[src/core/lpsr_pkg.sv]
package lpsr_pkg;
   localparam int CLK_HZ = 20000000;
   localparam int BAUD = 4800;
   localparam int BIT_CYCLES = CLK_HZ / BAUD;
   localparam int CHAR_BITS = 11;
   localparam int CHAR_TIME_US = 2300;
   localparam int ECHO_DELAY_US = 22000;
   localparam int ECHO_DELAY_CYCLES = ECHO_DELAY_US * (CLK_HZ / 1000000);
   localparam int ECHO_GAP_US = 100;
   localparam int ECHO_GAP_CYCLES = ECHO_GAP_US * (CLK_HZ / 1000000);
   localparam int SLEEP_US = 50000;
   localparam int SLEEP_CYCLES = SLEEP_US * (CLK_HZ / 1000000);
   localparam int CMD_GAP_US = 5000;
   localparam int CMD_GAP_CYCLES = CMD_GAP_US * (CLK_HZ / 1000000);
   localparam logic [7:0] ADDR_MIN = 8'hC0;
   localparam logic [7:0] ADDR_MAX = 8'hFD;
   localparam logic [7:0] CHAR_STX = 8'h02;
   localparam logic [7:0] CHAR_ETX = 8'h03;
   localparam logic [7:0] CHAR_SEP = 8'h3A;
   localparam logic [7:0] CHAR_ERR = 8'h45;
   localparam logic [7:0] ASCII_ZERO = 8'h30;
   localparam logic [15:0] SUM_RESET = 16'h0000;
   typedef struct packed {
      logic valid;
      logic [6:0] data;
      logic last;
   } lpsr_char_t;
   typedef enum logic [2:0] {
      LPSR_SLEEP = 3'b000,
      LPSR_WAIT_CMD = 3'b001,
      LPSR_ECHO_WAIT = 3'b011,
      LPSR_ECHO_ADDR = 3'b010,
      LPSR_ECHO_GAP = 3'b110,
      LPSR_ECHO_CMD = 3'b111,
      LPSR_DATA = 3'b101,
      LPSR_RECOVER = 3'b100
   } lpsr_state_t;
endpackage : lpsr_pkg

[src/core/lpsr_responder.sv]
`timescale 1ns/1ps
module lpsr_responder
   import lpsr_pkg::*;
#(
   parameter int BIT_TICKS = BIT_CYCLES,
   parameter int ECHO_DELAY_TICKS = ECHO_DELAY_CYCLES,
   parameter int ECHO_GAP_TICKS = ECHO_GAP_CYCLES,
   parameter int SLEEP_TICKS = SLEEP_CYCLES,
   parameter int CMD_GAP_TICKS = CMD_GAP_CYCLES
) (
   input wire logic CLK,
   input wire logic RESETN,
   input wire logic RX_PIN,
   input wire logic [7:0] LOCAL_ADDRESS,
   input wire logic CHECKSUM_APPEND_ENABLE,
   input wire lpsr_char_t DATA_CHAR,
   input wire logic DATA_DONE,
   output logic DATA_READY,
   output logic [6:0] COMMAND,
   output logic COMMAND_STROBE,
   output logic TX_PIN,
   output logic TX_OE_N,
   output logic ACTIVE
);
   lpsr_state_t state;
   logic rx_meta, rx_sync;
   logic [15:0] rx_tick;
   logic [3:0] rx_bits;
   logic [9:0] rx_shift;
   logic rx_busy, rx_strobe;
   logic [7:0] rx_byte;
   logic [21:0] timer;
   logic [6:0] cmd_latched;
   logic [15:0] sum;
   logic [15:0] ck_rem;
   logic [2:0] ck_digit;
   logic tx_start, tx_busy, tx_line, tx_busy_d;
   logic [7:0] tx_data;
   logic tx_done;
   logic [3:0] digit_val;
   logic [15:0] digit_weight;
   always_ff @(posedge CLK or negedge RESETN) begin
      if (!RESETN) begin
         rx_meta <= 1'b1;
         rx_sync <= 1'b1;
      end else begin
         rx_meta <= RX_PIN;
         rx_sync <= rx_meta;
      end
   end
   // Receiver: sample mid-bit, 10 bits after start
   always_ff @(posedge CLK or negedge RESETN) begin
      if (!RESETN) begin
         rx_busy <= 1'b0;
         rx_tick <= 16'h0000;
         rx_bits <= 4'h0;
         rx_shift <= 10'h000;
         rx_strobe <= 1'b0;
         rx_byte <= 8'h00;
      end else begin
         rx_strobe <= 1'b0;
         if (!rx_busy) begin
            if (!rx_sync) begin
               rx_busy <= 1'b1;
               rx_tick <= 16'(BIT_TICKS + BIT_TICKS / 2 - 1);
               rx_bits <= 4'hA;
            end
         end else if (rx_tick != 16'h0000) begin
            rx_tick <= rx_tick - 16'h0001;
         end else if (rx_bits != 4'h0) begin
            rx_shift <= {rx_sync, rx_shift[9:1]};
            rx_bits <= rx_bits - 4'h1;
            // Finish at mid-stop so a back-to-back start bit is caught on time
            rx_tick <= (rx_bits == 4'h1) ? 16'h0000 : 16'(BIT_TICKS - 1);
         end else begin
            rx_busy <= 1'b0;
            // Even parity over data plus parity bit, stop must be high
            if (rx_shift[9] && !(^rx_shift[8:0])) begin
               rx_strobe <= 1'b1;
               rx_byte <= rx_shift[7:0];
            end
         end
      end
   end
   assign tx_done = tx_busy_d && !tx_busy;
   always_comb begin
      digit_weight = 16'h0001;
      case (ck_digit)
         3'h5: digit_weight = 16'h2710;
         3'h4: digit_weight = 16'h03E8;
         3'h3: digit_weight = 16'h0064;
         3'h2: digit_weight = 16'h000A;
         default: digit_weight = 16'h0001;
      endcase
      digit_val = 4'h0;
      for (int i = 1; i < 10; i++) begin
         // Widened so that nine times the top weight cannot wrap
         if ({4'h0, ck_rem} >= 20'(i) * {4'h0, digit_weight}) begin
            digit_val = 4'(i);
         end
      end
   end
   // Sequencer
   always_ff @(posedge CLK or negedge RESETN) begin
      if (!RESETN) begin
         state <= LPSR_SLEEP;
         timer <= 22'h000000;
         cmd_latched <= 7'h00;
         sum <= SUM_RESET;
         ck_rem <= 16'h0000;
         ck_digit <= 3'h0;
         tx_start <= 1'b0;
         tx_data <= 8'h00;
         tx_busy_d <= 1'b0;
         DATA_READY <= 1'b0;
         COMMAND_STROBE <= 1'b0;
      end else begin
         tx_start <= 1'b0;
         tx_busy_d <= tx_busy | tx_start;
         COMMAND_STROBE <= 1'b0;
         DATA_READY <= 1'b0;
         if (timer != 22'h000000) begin
            timer <= timer - 22'h000001;
         end
         case (state)
            LPSR_SLEEP: begin
               if (rx_strobe && rx_byte == LOCAL_ADDRESS && rx_byte >= ADDR_MIN
                   && rx_byte <= ADDR_MAX) begin
                  state <= LPSR_WAIT_CMD;
                  timer <= 22'(ECHO_DELAY_TICKS);
               end
            end
            LPSR_WAIT_CMD: begin
               if (rx_strobe && !rx_byte[7]) begin
                  cmd_latched <= rx_byte[6:0];
                  state <= LPSR_ECHO_WAIT;
               end else if (rx_strobe ||
                            22'(ECHO_DELAY_TICKS) - timer > 22'(CMD_GAP_TICKS + 2 * 11 * BIT_TICKS)) begin
                  // Stale or mis-ordered interrogation: echo old command
                  state <= LPSR_ECHO_WAIT;
               end
            end
            LPSR_ECHO_WAIT: begin
               if (timer == 22'h000000) begin
                  tx_start <= 1'b1;
                  tx_data <= LOCAL_ADDRESS;
                  state <= LPSR_ECHO_ADDR;
               end
            end
            LPSR_ECHO_ADDR: begin
               if (tx_done) begin
                  timer <= 22'(ECHO_GAP_TICKS);
                  state <= LPSR_ECHO_GAP;
               end
            end
            LPSR_ECHO_GAP: begin
               if (timer == 22'h000000) begin
                  tx_start <= 1'b1;
                  tx_data <= {1'b0, cmd_latched};
                  state <= LPSR_ECHO_CMD;
               end
            end
            LPSR_ECHO_CMD: begin
               if (tx_done) begin
                  COMMAND_STROBE <= 1'b1;
                  DATA_READY <= 1'b1;
                  sum <= SUM_RESET;
                  ck_digit <= 3'h0;
                  state <= LPSR_DATA;
               end
            end
            LPSR_DATA: begin
               if (ck_digit != 3'h0) begin
                  if (tx_done || !tx_busy_d) begin
                     if (!tx_busy_d && !tx_busy && !tx_start) begin
                        tx_start <= 1'b1;
                        tx_data <= ASCII_ZERO + {4'h0, digit_val};
                        // Last digit leaves the end-of-frame marker behind
                        ck_rem <= (ck_digit == 3'h1) ? 16'hFFFF
                                  : ck_rem - 16'(digit_val) * digit_weight;
                        ck_digit <= ck_digit - 3'h1;
                     end
                  end
               end else if (tx_start || tx_busy || tx_busy_d) begin
                  DATA_READY <= 1'b0;
               end else if (ck_rem == 16'hFFFF) begin
                  state <= LPSR_RECOVER;
               end else if (DATA_CHAR.valid && DATA_READY) begin
                  tx_start <= 1'b1;
                  tx_data <= {1'b0, DATA_CHAR.data};
                  sum <= sum + {9'h000, DATA_CHAR.data};
                  if (DATA_CHAR.last) begin
                     if (CHECKSUM_APPEND_ENABLE) begin
                        ck_rem <= 16'h0000 - (sum + {9'h000, DATA_CHAR.data});
                        ck_digit <= 3'h5;
                     end else begin
                        ck_rem <= 16'hFFFF;
                     end
                  end
               end else if (DATA_DONE) begin
                  state <= LPSR_RECOVER;
                  timer <= 22'(SLEEP_TICKS);
               end else if (!DATA_READY) begin
                  // Ready stays a one-cycle pulse while the engine has nothing
                  DATA_READY <= 1'b1;
               end
            end
            LPSR_RECOVER: begin
               if (timer == 22'h000000 && ck_rem != 16'hFFFF) begin
                  state <= LPSR_SLEEP;
               end else if (ck_rem == 16'hFFFF) begin
                  ck_rem <= 16'h0000;
                  timer <= 22'(SLEEP_TICKS);
               end
            end
            default: state <= LPSR_SLEEP;
         endcase
      end
   end
   lpsr_uart_tx #(
      .BIT_TICKS(BIT_TICKS)
   ) u_tx (
      .clk(CLK),
      .resetn(RESETN),
      .start(tx_start),
      .data(tx_data),
      .busy(tx_busy),
      .line(tx_line)
   );
   always_ff @(posedge CLK or negedge RESETN) begin
      if (!RESETN) begin
         TX_PIN <= 1'b1;
         TX_OE_N <= 1'b1;
         COMMAND <= 7'h00;
         ACTIVE <= 1'b0;
      end else begin
         TX_PIN <= tx_line;
         TX_OE_N <= !(tx_busy | tx_start);
         COMMAND <= cmd_latched;
         ACTIVE <= (state != LPSR_SLEEP);
      end
   end
endmodule : lpsr_responder

[src/core/lpsr_uart_tx.sv]
`timescale 1ns/1ps
module lpsr_uart_tx
   import lpsr_pkg::*;
#(
   parameter int BIT_TICKS = BIT_CYCLES
) (
   input wire logic clk,
   input wire logic resetn,
   input wire logic start,
   input wire logic [7:0] data,
   output logic busy,
   output logic line
);
   logic [10:0] shreg;
   logic [3:0] bits;
   logic [15:0] tick;
   always_ff @(posedge clk or negedge resetn) begin
      if (!resetn) begin
         shreg <= 11'h7FF;
         bits <= 4'h0;
         tick <= 16'h0000;
         busy <= 1'b0;
         line <= 1'b1;
      end else if (!busy) begin
         line <= 1'b1;
         if (start) begin
            // Start, 8 data, even parity, stop
            shreg <= {1'b1, ^data, data, 1'b0};
            bits <= 4'(CHAR_BITS);
            tick <= 16'h0000;
            busy <= 1'b1;
         end
      end else if (tick == 16'h0000) begin
         if (bits == 4'h0) begin
            busy <= 1'b0;
            line <= 1'b1;
         end else begin
            line <= shreg[0];
            shreg <= {1'b1, shreg[10:1]};
            bits <= bits - 4'h1;
            tick <= 16'(BIT_TICKS - 1);
         end
      end else begin
         tick <= tick - 16'h0001;
      end
   end
endmodule : lpsr_uart_tx

[config.mk]
export PLATFORM = sky130hd
export DESIGN_NAME = lpsr_responder
export DESIGN_NICKNAME = d
export VERILOG_FILES = /design/src/core/lpsr_pkg.sv /design/src/core/lpsr_responder.sv /design/src/core/lpsr_uart_tx.sv
export SDC_FILE = /design/constraint.sdc
export NUM_CORES = 1
export LEC_CHECK = 0
export BUFFER_PORTS_ARGS = -buffer_cell sky130_fd_sc_hd__buf_2
export CAP_MARGIN = 20
export CORE_MARGIN = 2
export CORE_UTILIZATION = 67
export CTS_CLUSTER_SIZE = 25
export DETAILED_ROUTE_END_ITERATION = 10
export PLACE_DENSITY_LB_ADDON = 0.15
export SLEW_MARGIN = 0
export SYNTH_ARGS = -nofsm -noshare
export SYNTH_HDL_FRONTEND = slang
export SYNTH_SLANG_ARGS = --single-unit
[constraint.sdc]
create_clock -name CLK -period 29.7 [get_ports CLK]
set_clock_uncertainty 0.15 [all_clocks]
set_input_delay 1.485 -clock CLK [delete_from_list [all_inputs] [get_ports CLK]]
set_output_delay 1.485 -clock CLK [all_outputs]
set_load 0.005 [all_outputs]
==> impl_metrics.toml, run 1 <==
[grt]
grt_pass1_wl_um = 63900
grt_pass1_vias = 12900
grt_antenna_before_repair = 2
grt_overflow = 0
grtUsageTotal_pct = 33.7
grt_max_degree = 85

[clocking]
cts.sinks = 163
clock_path_buffers = 2
htreeDepth = 4
cts_resized = 0
cts_tree = "done"
clock_latency_ns = 0.44
cts_root_buf = "clkbuf_16"
cts.hold.buffers_added = 0
numCtsBuffers = 17
clkTransAtPathRegs_ns = 0.08
cts_setup_buffers = 0

[routing]
drcViolationCount = 0
detail_route.wl_per_cell_um = 19.2
first_pass_iters = 5
wl_um = 38400
drtIter0Drc = 906
vias = 12900
detail-route-antenna-nets = 0
via_per_inst = 6.44

[place]
place_congestion = 0.941
hpwlAfterDp_um = 28500
dp_cells = 1971
postPlaceCellArea_um2 = 15100
dp_slack_ns = 18.53
port_buffers = 33

[logic_synthesis]
synth_top_family_by_area = "adder cells"
ys_top_cells_by_area = "dfrtp_1 25%, ha_1 14%, fa_1 5.3%"
ys_seq_elements = 163
synth_compound_area_share_pct = 18.4
synth_simple_gate_area_share_pct = 18.9
netlist_top_cells_count = "168 x ha_1, 151 x nand2_1, 148 x dfrtp_1"
avgSynthCellArea_um2 = 8.65
muxShareOfSynthArea_pct = 2.68
syn_area_um2 = 14700
synth-edff-count = 0
yosys.area.top_type = "dfrtp_1"
synth_xor_area_share_pct = 7.49
ys.flop_type = "dfrtp_1"
ys_seq_area_share_pct = 27.9
synthArstFlopShare_pct = 100
yosysMostFrequentCell = "ha_1"
synthCells = 1699
ys_types = 80
synthAdderAreaFrac_pct = 19.6
ys.warnings.count = 0
netlist.area_leader.share_pct = 25.2

[floorplan]
dieHeight_um = 152
io_pins = 34
initial_core_util_pct = 67.7
core_area_um2 = 21700
die_area_um2 = 23100
rows = 54
fp.dieW_um = 152

[worst_setup_path]
cp_max_fo = 26
cp-endpoint = "ck_rem[15]"
crit_type = "reg2reg"
slowest_delay_ns = 0.78
slowest_stage = "ha_1"
required_ns = 29.91
worstPathArrival_ns = 11.62
reg2regPathDepth = 40
timing.rr.start = "ck_digit[0]"
ff2ff_setup_slack_ns = 18.29
crit_family = "compound AO/OA/AOI/OAI gates"
critPathLaunch = "ck_digit[0]"
crit_cells = 40
critPathLaunchType = "register"
rr_endpoint = "ck_rem[15]"
worst-path-buf-inv = 5
crit_path_end_kind = "register"

[power]
vdd_drop_max_uv = 40.9
p_leak_nw = 7.56
total_power_uw = 464
power_per_cell_area_nw_per_um2 = 29.5

[finish]
multi_input_area_um2 = 9870
fin_nets = 1941
filler_cell_count = 1666
seqCellArea_um2 = 4100
area_delta_synth_final_pct = 7.27
drive_above_1_share_pct = 8.81
final_cell_area_um2 = 15800
final_cell_count_no_fill = 2006

[sta]
relSlewSlack_pct = 33.1
final.setup.tns_ns = 0
grt_setup_unrepaired = "no"
timing.final.ws_setup_ns = 18.29
setup_violations = 0
fin_crit_sh_pct = 38.4
finalHoldViolCount = 0
fmax_mhz = 87.6
post-route-min-period_ns = 11.41
worst_slew_pin_slew_ns = 0.994
drv_slew = 0

[worst_hold_path]
min_from = "rx_meta"
worstHoldPathType = "reg2reg"

[flow_run]
max_cap_violations = 0

[run_status]
outcome = "finished, final reports clean"
## placed cells by master (no fill, tap or decap), types with 16 or more instances in the layout
cell type,Yosys,layout
nand2b_1,29,29
o21ai_0,110,110
o31ai_1,20,20
buf_2,4,32
nor4_1,28,28
nor2_1,145,145
xor2_1,47,47
inv_1,135,135
a31oi_1,16,16
ha_1,168,168
a21o_1,33,33
clkbuf_16,0,17
nor3_1,38,38
nand4_1,28,28
nand3_1,36,36
nand2_1,151,151
xnor2_1,76,76
fa_1,39,39
a21oi_1,90,89
mux2_2,27,27
dfrtp_1,148,148
## sequential cells by signal, indices dropped and copies added, names as in the netlist, 3 cells and up, named ones only
signal and cells:
cmd_latched 7, rx_byte 8, u_tx.shreg 10, ck_rem 16, timer 22, tx_data 8
u_tx.bits 4, rx_bits 4, ck_digit 3, sum 16, u_tx.tick 16, rx_shift 10
COMMAND 7, rx_tick 16
## per-layer routing
metal / part of all wire [%] / up-vias / GRT usage, % / routed length [µm]
li1: - / 6103 / - / -
met1: 43 / 6209 / 46.4 / 16700
met2: 46 / 474 / 53.1 / 17700
met3: 6.8 / 124 / 5.59 / 2620
met4: 3.8 / 2 / 14.5 / 1470
met5: 0.018 / - / 0 / 7
## power by group
part / internal [mW] / switching [mW] / total [mW] / leakage, nW
clock: 0.124 / 0.104 / 0.228 / 0.304
combinational: 0.00411 / 0.00964 / 0.0138 / 5.16
sequential: 0.222 / 0.000126 / 0.222 / 2.10
## worst min-delay path by stage
stage	end	depth (start not counted)
6_report	rx_sync	0
5_1_grt	rx_sync	0
4_1_cts	TX_PIN	0
3_5_place_dp	TX_PIN	0
3_3_place_gp	TX_PIN	0
2_1_floorplan	rx_sync	0
## cells by family (layout without fill, tap and decap cells)
group	Yosys count	count (layout)
compound gates	413	413
xor+xnor	124	124
fa+ha+maj	207	207
buf+inv	194	217
flops	163	163
mux	36	36
other cells	2	6
simple gates	560	560
## metrics by stage
stage               utilization, %  hold slack (ns)
global placement              69.6            0.208
global route                  72.7            0.220
detailed placement            69.6            0.215
floorplan                        -            0.195
finish                        72.7            0.213
CTS                           72.5            0.225
## final cells by class
type	count	area share, %
antenna	1	0.0159
inverter	137	3.26
timing repair buffer	48	1.93
multi-input combinational	1345	62.6
tap	280	2.22
clock inverter	14	1.17
clock buffer	18	2.79
sequential	163	26.0
No activity file was read; power rests on OpenSTA's default activity.
==> inputs of run 2 (changes only) <==
CORE_UTILIZATION = 59   (was 67)
clock period = 9.6 ns   (was 29.7 ns; I/O delays follow)
==> run 2 against run 1 <==
Routed wire length down 2.4%. Count of clock-buffer cells in the layout is 1 lower. Clock power grew to 3.0 times the previous value. Critical endpoint unchanged. Sequential cell count unchanged. Final cell count increased by 2.7%. Worst hold slack worse by 0.043 ns. First-iteration DRC count grew 5.3%.
==> impl_metrics.toml, run 2 (synthesis gave the netlist of run 1 again) <==
[run_status]
outcome = "finished, final reports clean"

[routing]
drcViolationCount = 0
wl_um = 37500
detail-route-antenna-nets = 0
detail_route.wl_per_cell_um = 18.2
drtIter0Drc = 954
first_pass_iters = 7
vias = 12700
via_per_inst = 6.14

[place]
port_buffers = 33
hpwlAfterDp_um = 28100
place_congestion = 0.948

[worst_hold_path]
holdPathEnd = "DATA_READY"
min_from = "DATA_DONE"
hold-path-cell-count = 4
worstHoldPathType = "in2reg"

[worst_setup_path]
slowest_stage = "fa_1"
cpMostUsedCell = "ha_1"
rr_endpoint = "ck_rem[15]"
ff2ff_setup_slack_ns = 0.50
crit_type = "reg2reg"
worstPathArrival_ns = 9.31
worst-path-buf-inv = 4
required_ns = 9.81
reg2regPathDepth = 39
slowest_delay_ns = 0.52
cp_max_fo = 14
crit_path_end_kind = "register"
timing.rr.start = "ck_digit[0]"
critPathLaunchType = "register"
crit_family = "compound AO/OA/AOI/OAI gates"

[finish]
filler_cell_count = 2032
multi_input_area_um2 = 9910
drive_above_1_share_pct = 9.90
area_delta_synth_final_pct = 8.30
diodes = 0
mostFrequentLayoutCells = "168 x ha_1, 151 x nand2_1, 147 x dfrtp_1"
utilization_pct = 65.2
seqCellArea_um2 = 4100
fin_nets = 1953
final_common_cell = "ha_1"
regMostFlops = "timer"
largest_register_ffs = 22

[sta]
worst_slew_pin_slew_ns = 0.984
relSlewSlack_pct = 34.4
fmax_mhz = 110
post-route-min-period_ns = 9.10
fin_crit_sh_pct = 94.8
drv_slew = 0
grt_setup_unrepaired = "no"
finalHoldViolCount = 0
hold-worst-slack_ns = 0.170
setup_violations = 0

[clocking]
numCtsBuffers = 17
clkTransAtPathRegs_ns = 0.07
cts_setup_buffers = 0
cts.sinks = 163
htreeDepth = 4
cts_tree = "done"
clock_latency_ns = 0.44
cts_root_buf = "clkbuf_16"
clock_path_buffers = 2

[power]
p_leak_nw = 7.61
power_per_cell_area_nw_per_um2 = 89.0
vdd_drop_max_uv = 145

[grt]
grt_antenna_before_repair = 1
grt_pass1_wl_um = 62100
grt_overflow = 0
grtUsageTotal_pct = 29.4
grt_pass1_vias = 12300
grt_max_degree = 87

[floorplan]
initial_core_util_pct = 60.2
die_area_um2 = 26200
rows = 57
fp.dieW_um = 162
core_area_um2 = 24400
io_pins = 34
dieHeight_um = 162

[flow_run]
max_cap_violations = 0
run 2: changes by cell type in the layout (fill, tap and decap cells not counted), sizes merged:
cell and change:
dlygate4sd3 +2, bufinv -1, diode -1, clkinv +2
buf +9
run 2: worst max path at each step:
stage	cells after the start	end	startpoint
5_1_grt	39	ck_rem[15]	ck_digit[0]
2_1_floorplan	41	ck_rem[15]	ck_digit[1]
4_1_cts	39	ck_rem[15]	ck_digit[0]
3_3_place_gp	39	ck_rem[15]	ck_digit[0]
3_5_place_dp	39	ck_rem[15]	ck_digit[0]
6_report	39	ck_rem[15]	ck_digit[0]
run 2: power breakdown:
part           total [mW]  internal [mW]  switching (mW)
Sequential          0.688          0.687        0.000423
Clock               0.687          0.353           0.334
Combinational      0.0407         0.0120          0.0287
Total                1.42           1.05           0.363
run 2: worst min-delay path, delay by kind of cell:
family / cells / cell delay (ns)
AO/OA/AOI/OAI: 1 / 0.05
buffers and inverters: 1 / 0.09
AND/OR/NAND/NOR: 2 / 0.10
run 2: timing repair:
action	CTS	global route
gates resized for setup	2	10
hold buffers	2	0
hold endpoints to repair	82	0
setup endpoints to repair	1	7
run 2: per-stage QoR:
step | power, mW | area, µm² | setup slack, ns | setup TNS, ns | instances
2_1_floorplan | 0.717 | 14700 | 0.0217 | 0 | 1702
3_3_place_gp | 0.741 | 15200 | 0.144 | 0 | 2025
4_1_cts | 1.43 | 15900 | 0.0280 | 0 | 2059
6_report | 1.42 | 15900 | 0.501 | 0 | 2061
3_5_place_dp | 0.741 | 15200 | -0.170 | -0.170 | 2025
5_1_grt | 1.46 | 15900 | 0.0319 | 0 | 2061
run 2: cell type report:
| class | instances | share of cell area (%) |
|---|---|---|
| clock buffer | 17 | 2.67 |
| clock inverter | 15 | 1.14 |
| inverter | 137 | 3.23 |
| multi-input combinational | 1345 | 62.3 |
| sequential | 163 | 25.8 |
| tap | 324 | 2.55 |
| timing repair buffer | 60 | 2.37 |
run 2: metal layers:
layer  up-vias  GRT usage, %  wire length, µm
met4         2          8.00              582
met2       379          47.4            17400
li1       6115             -                -
met5         -             0                7
met3        53          3.52             2360
met1      6106          42.0            17200
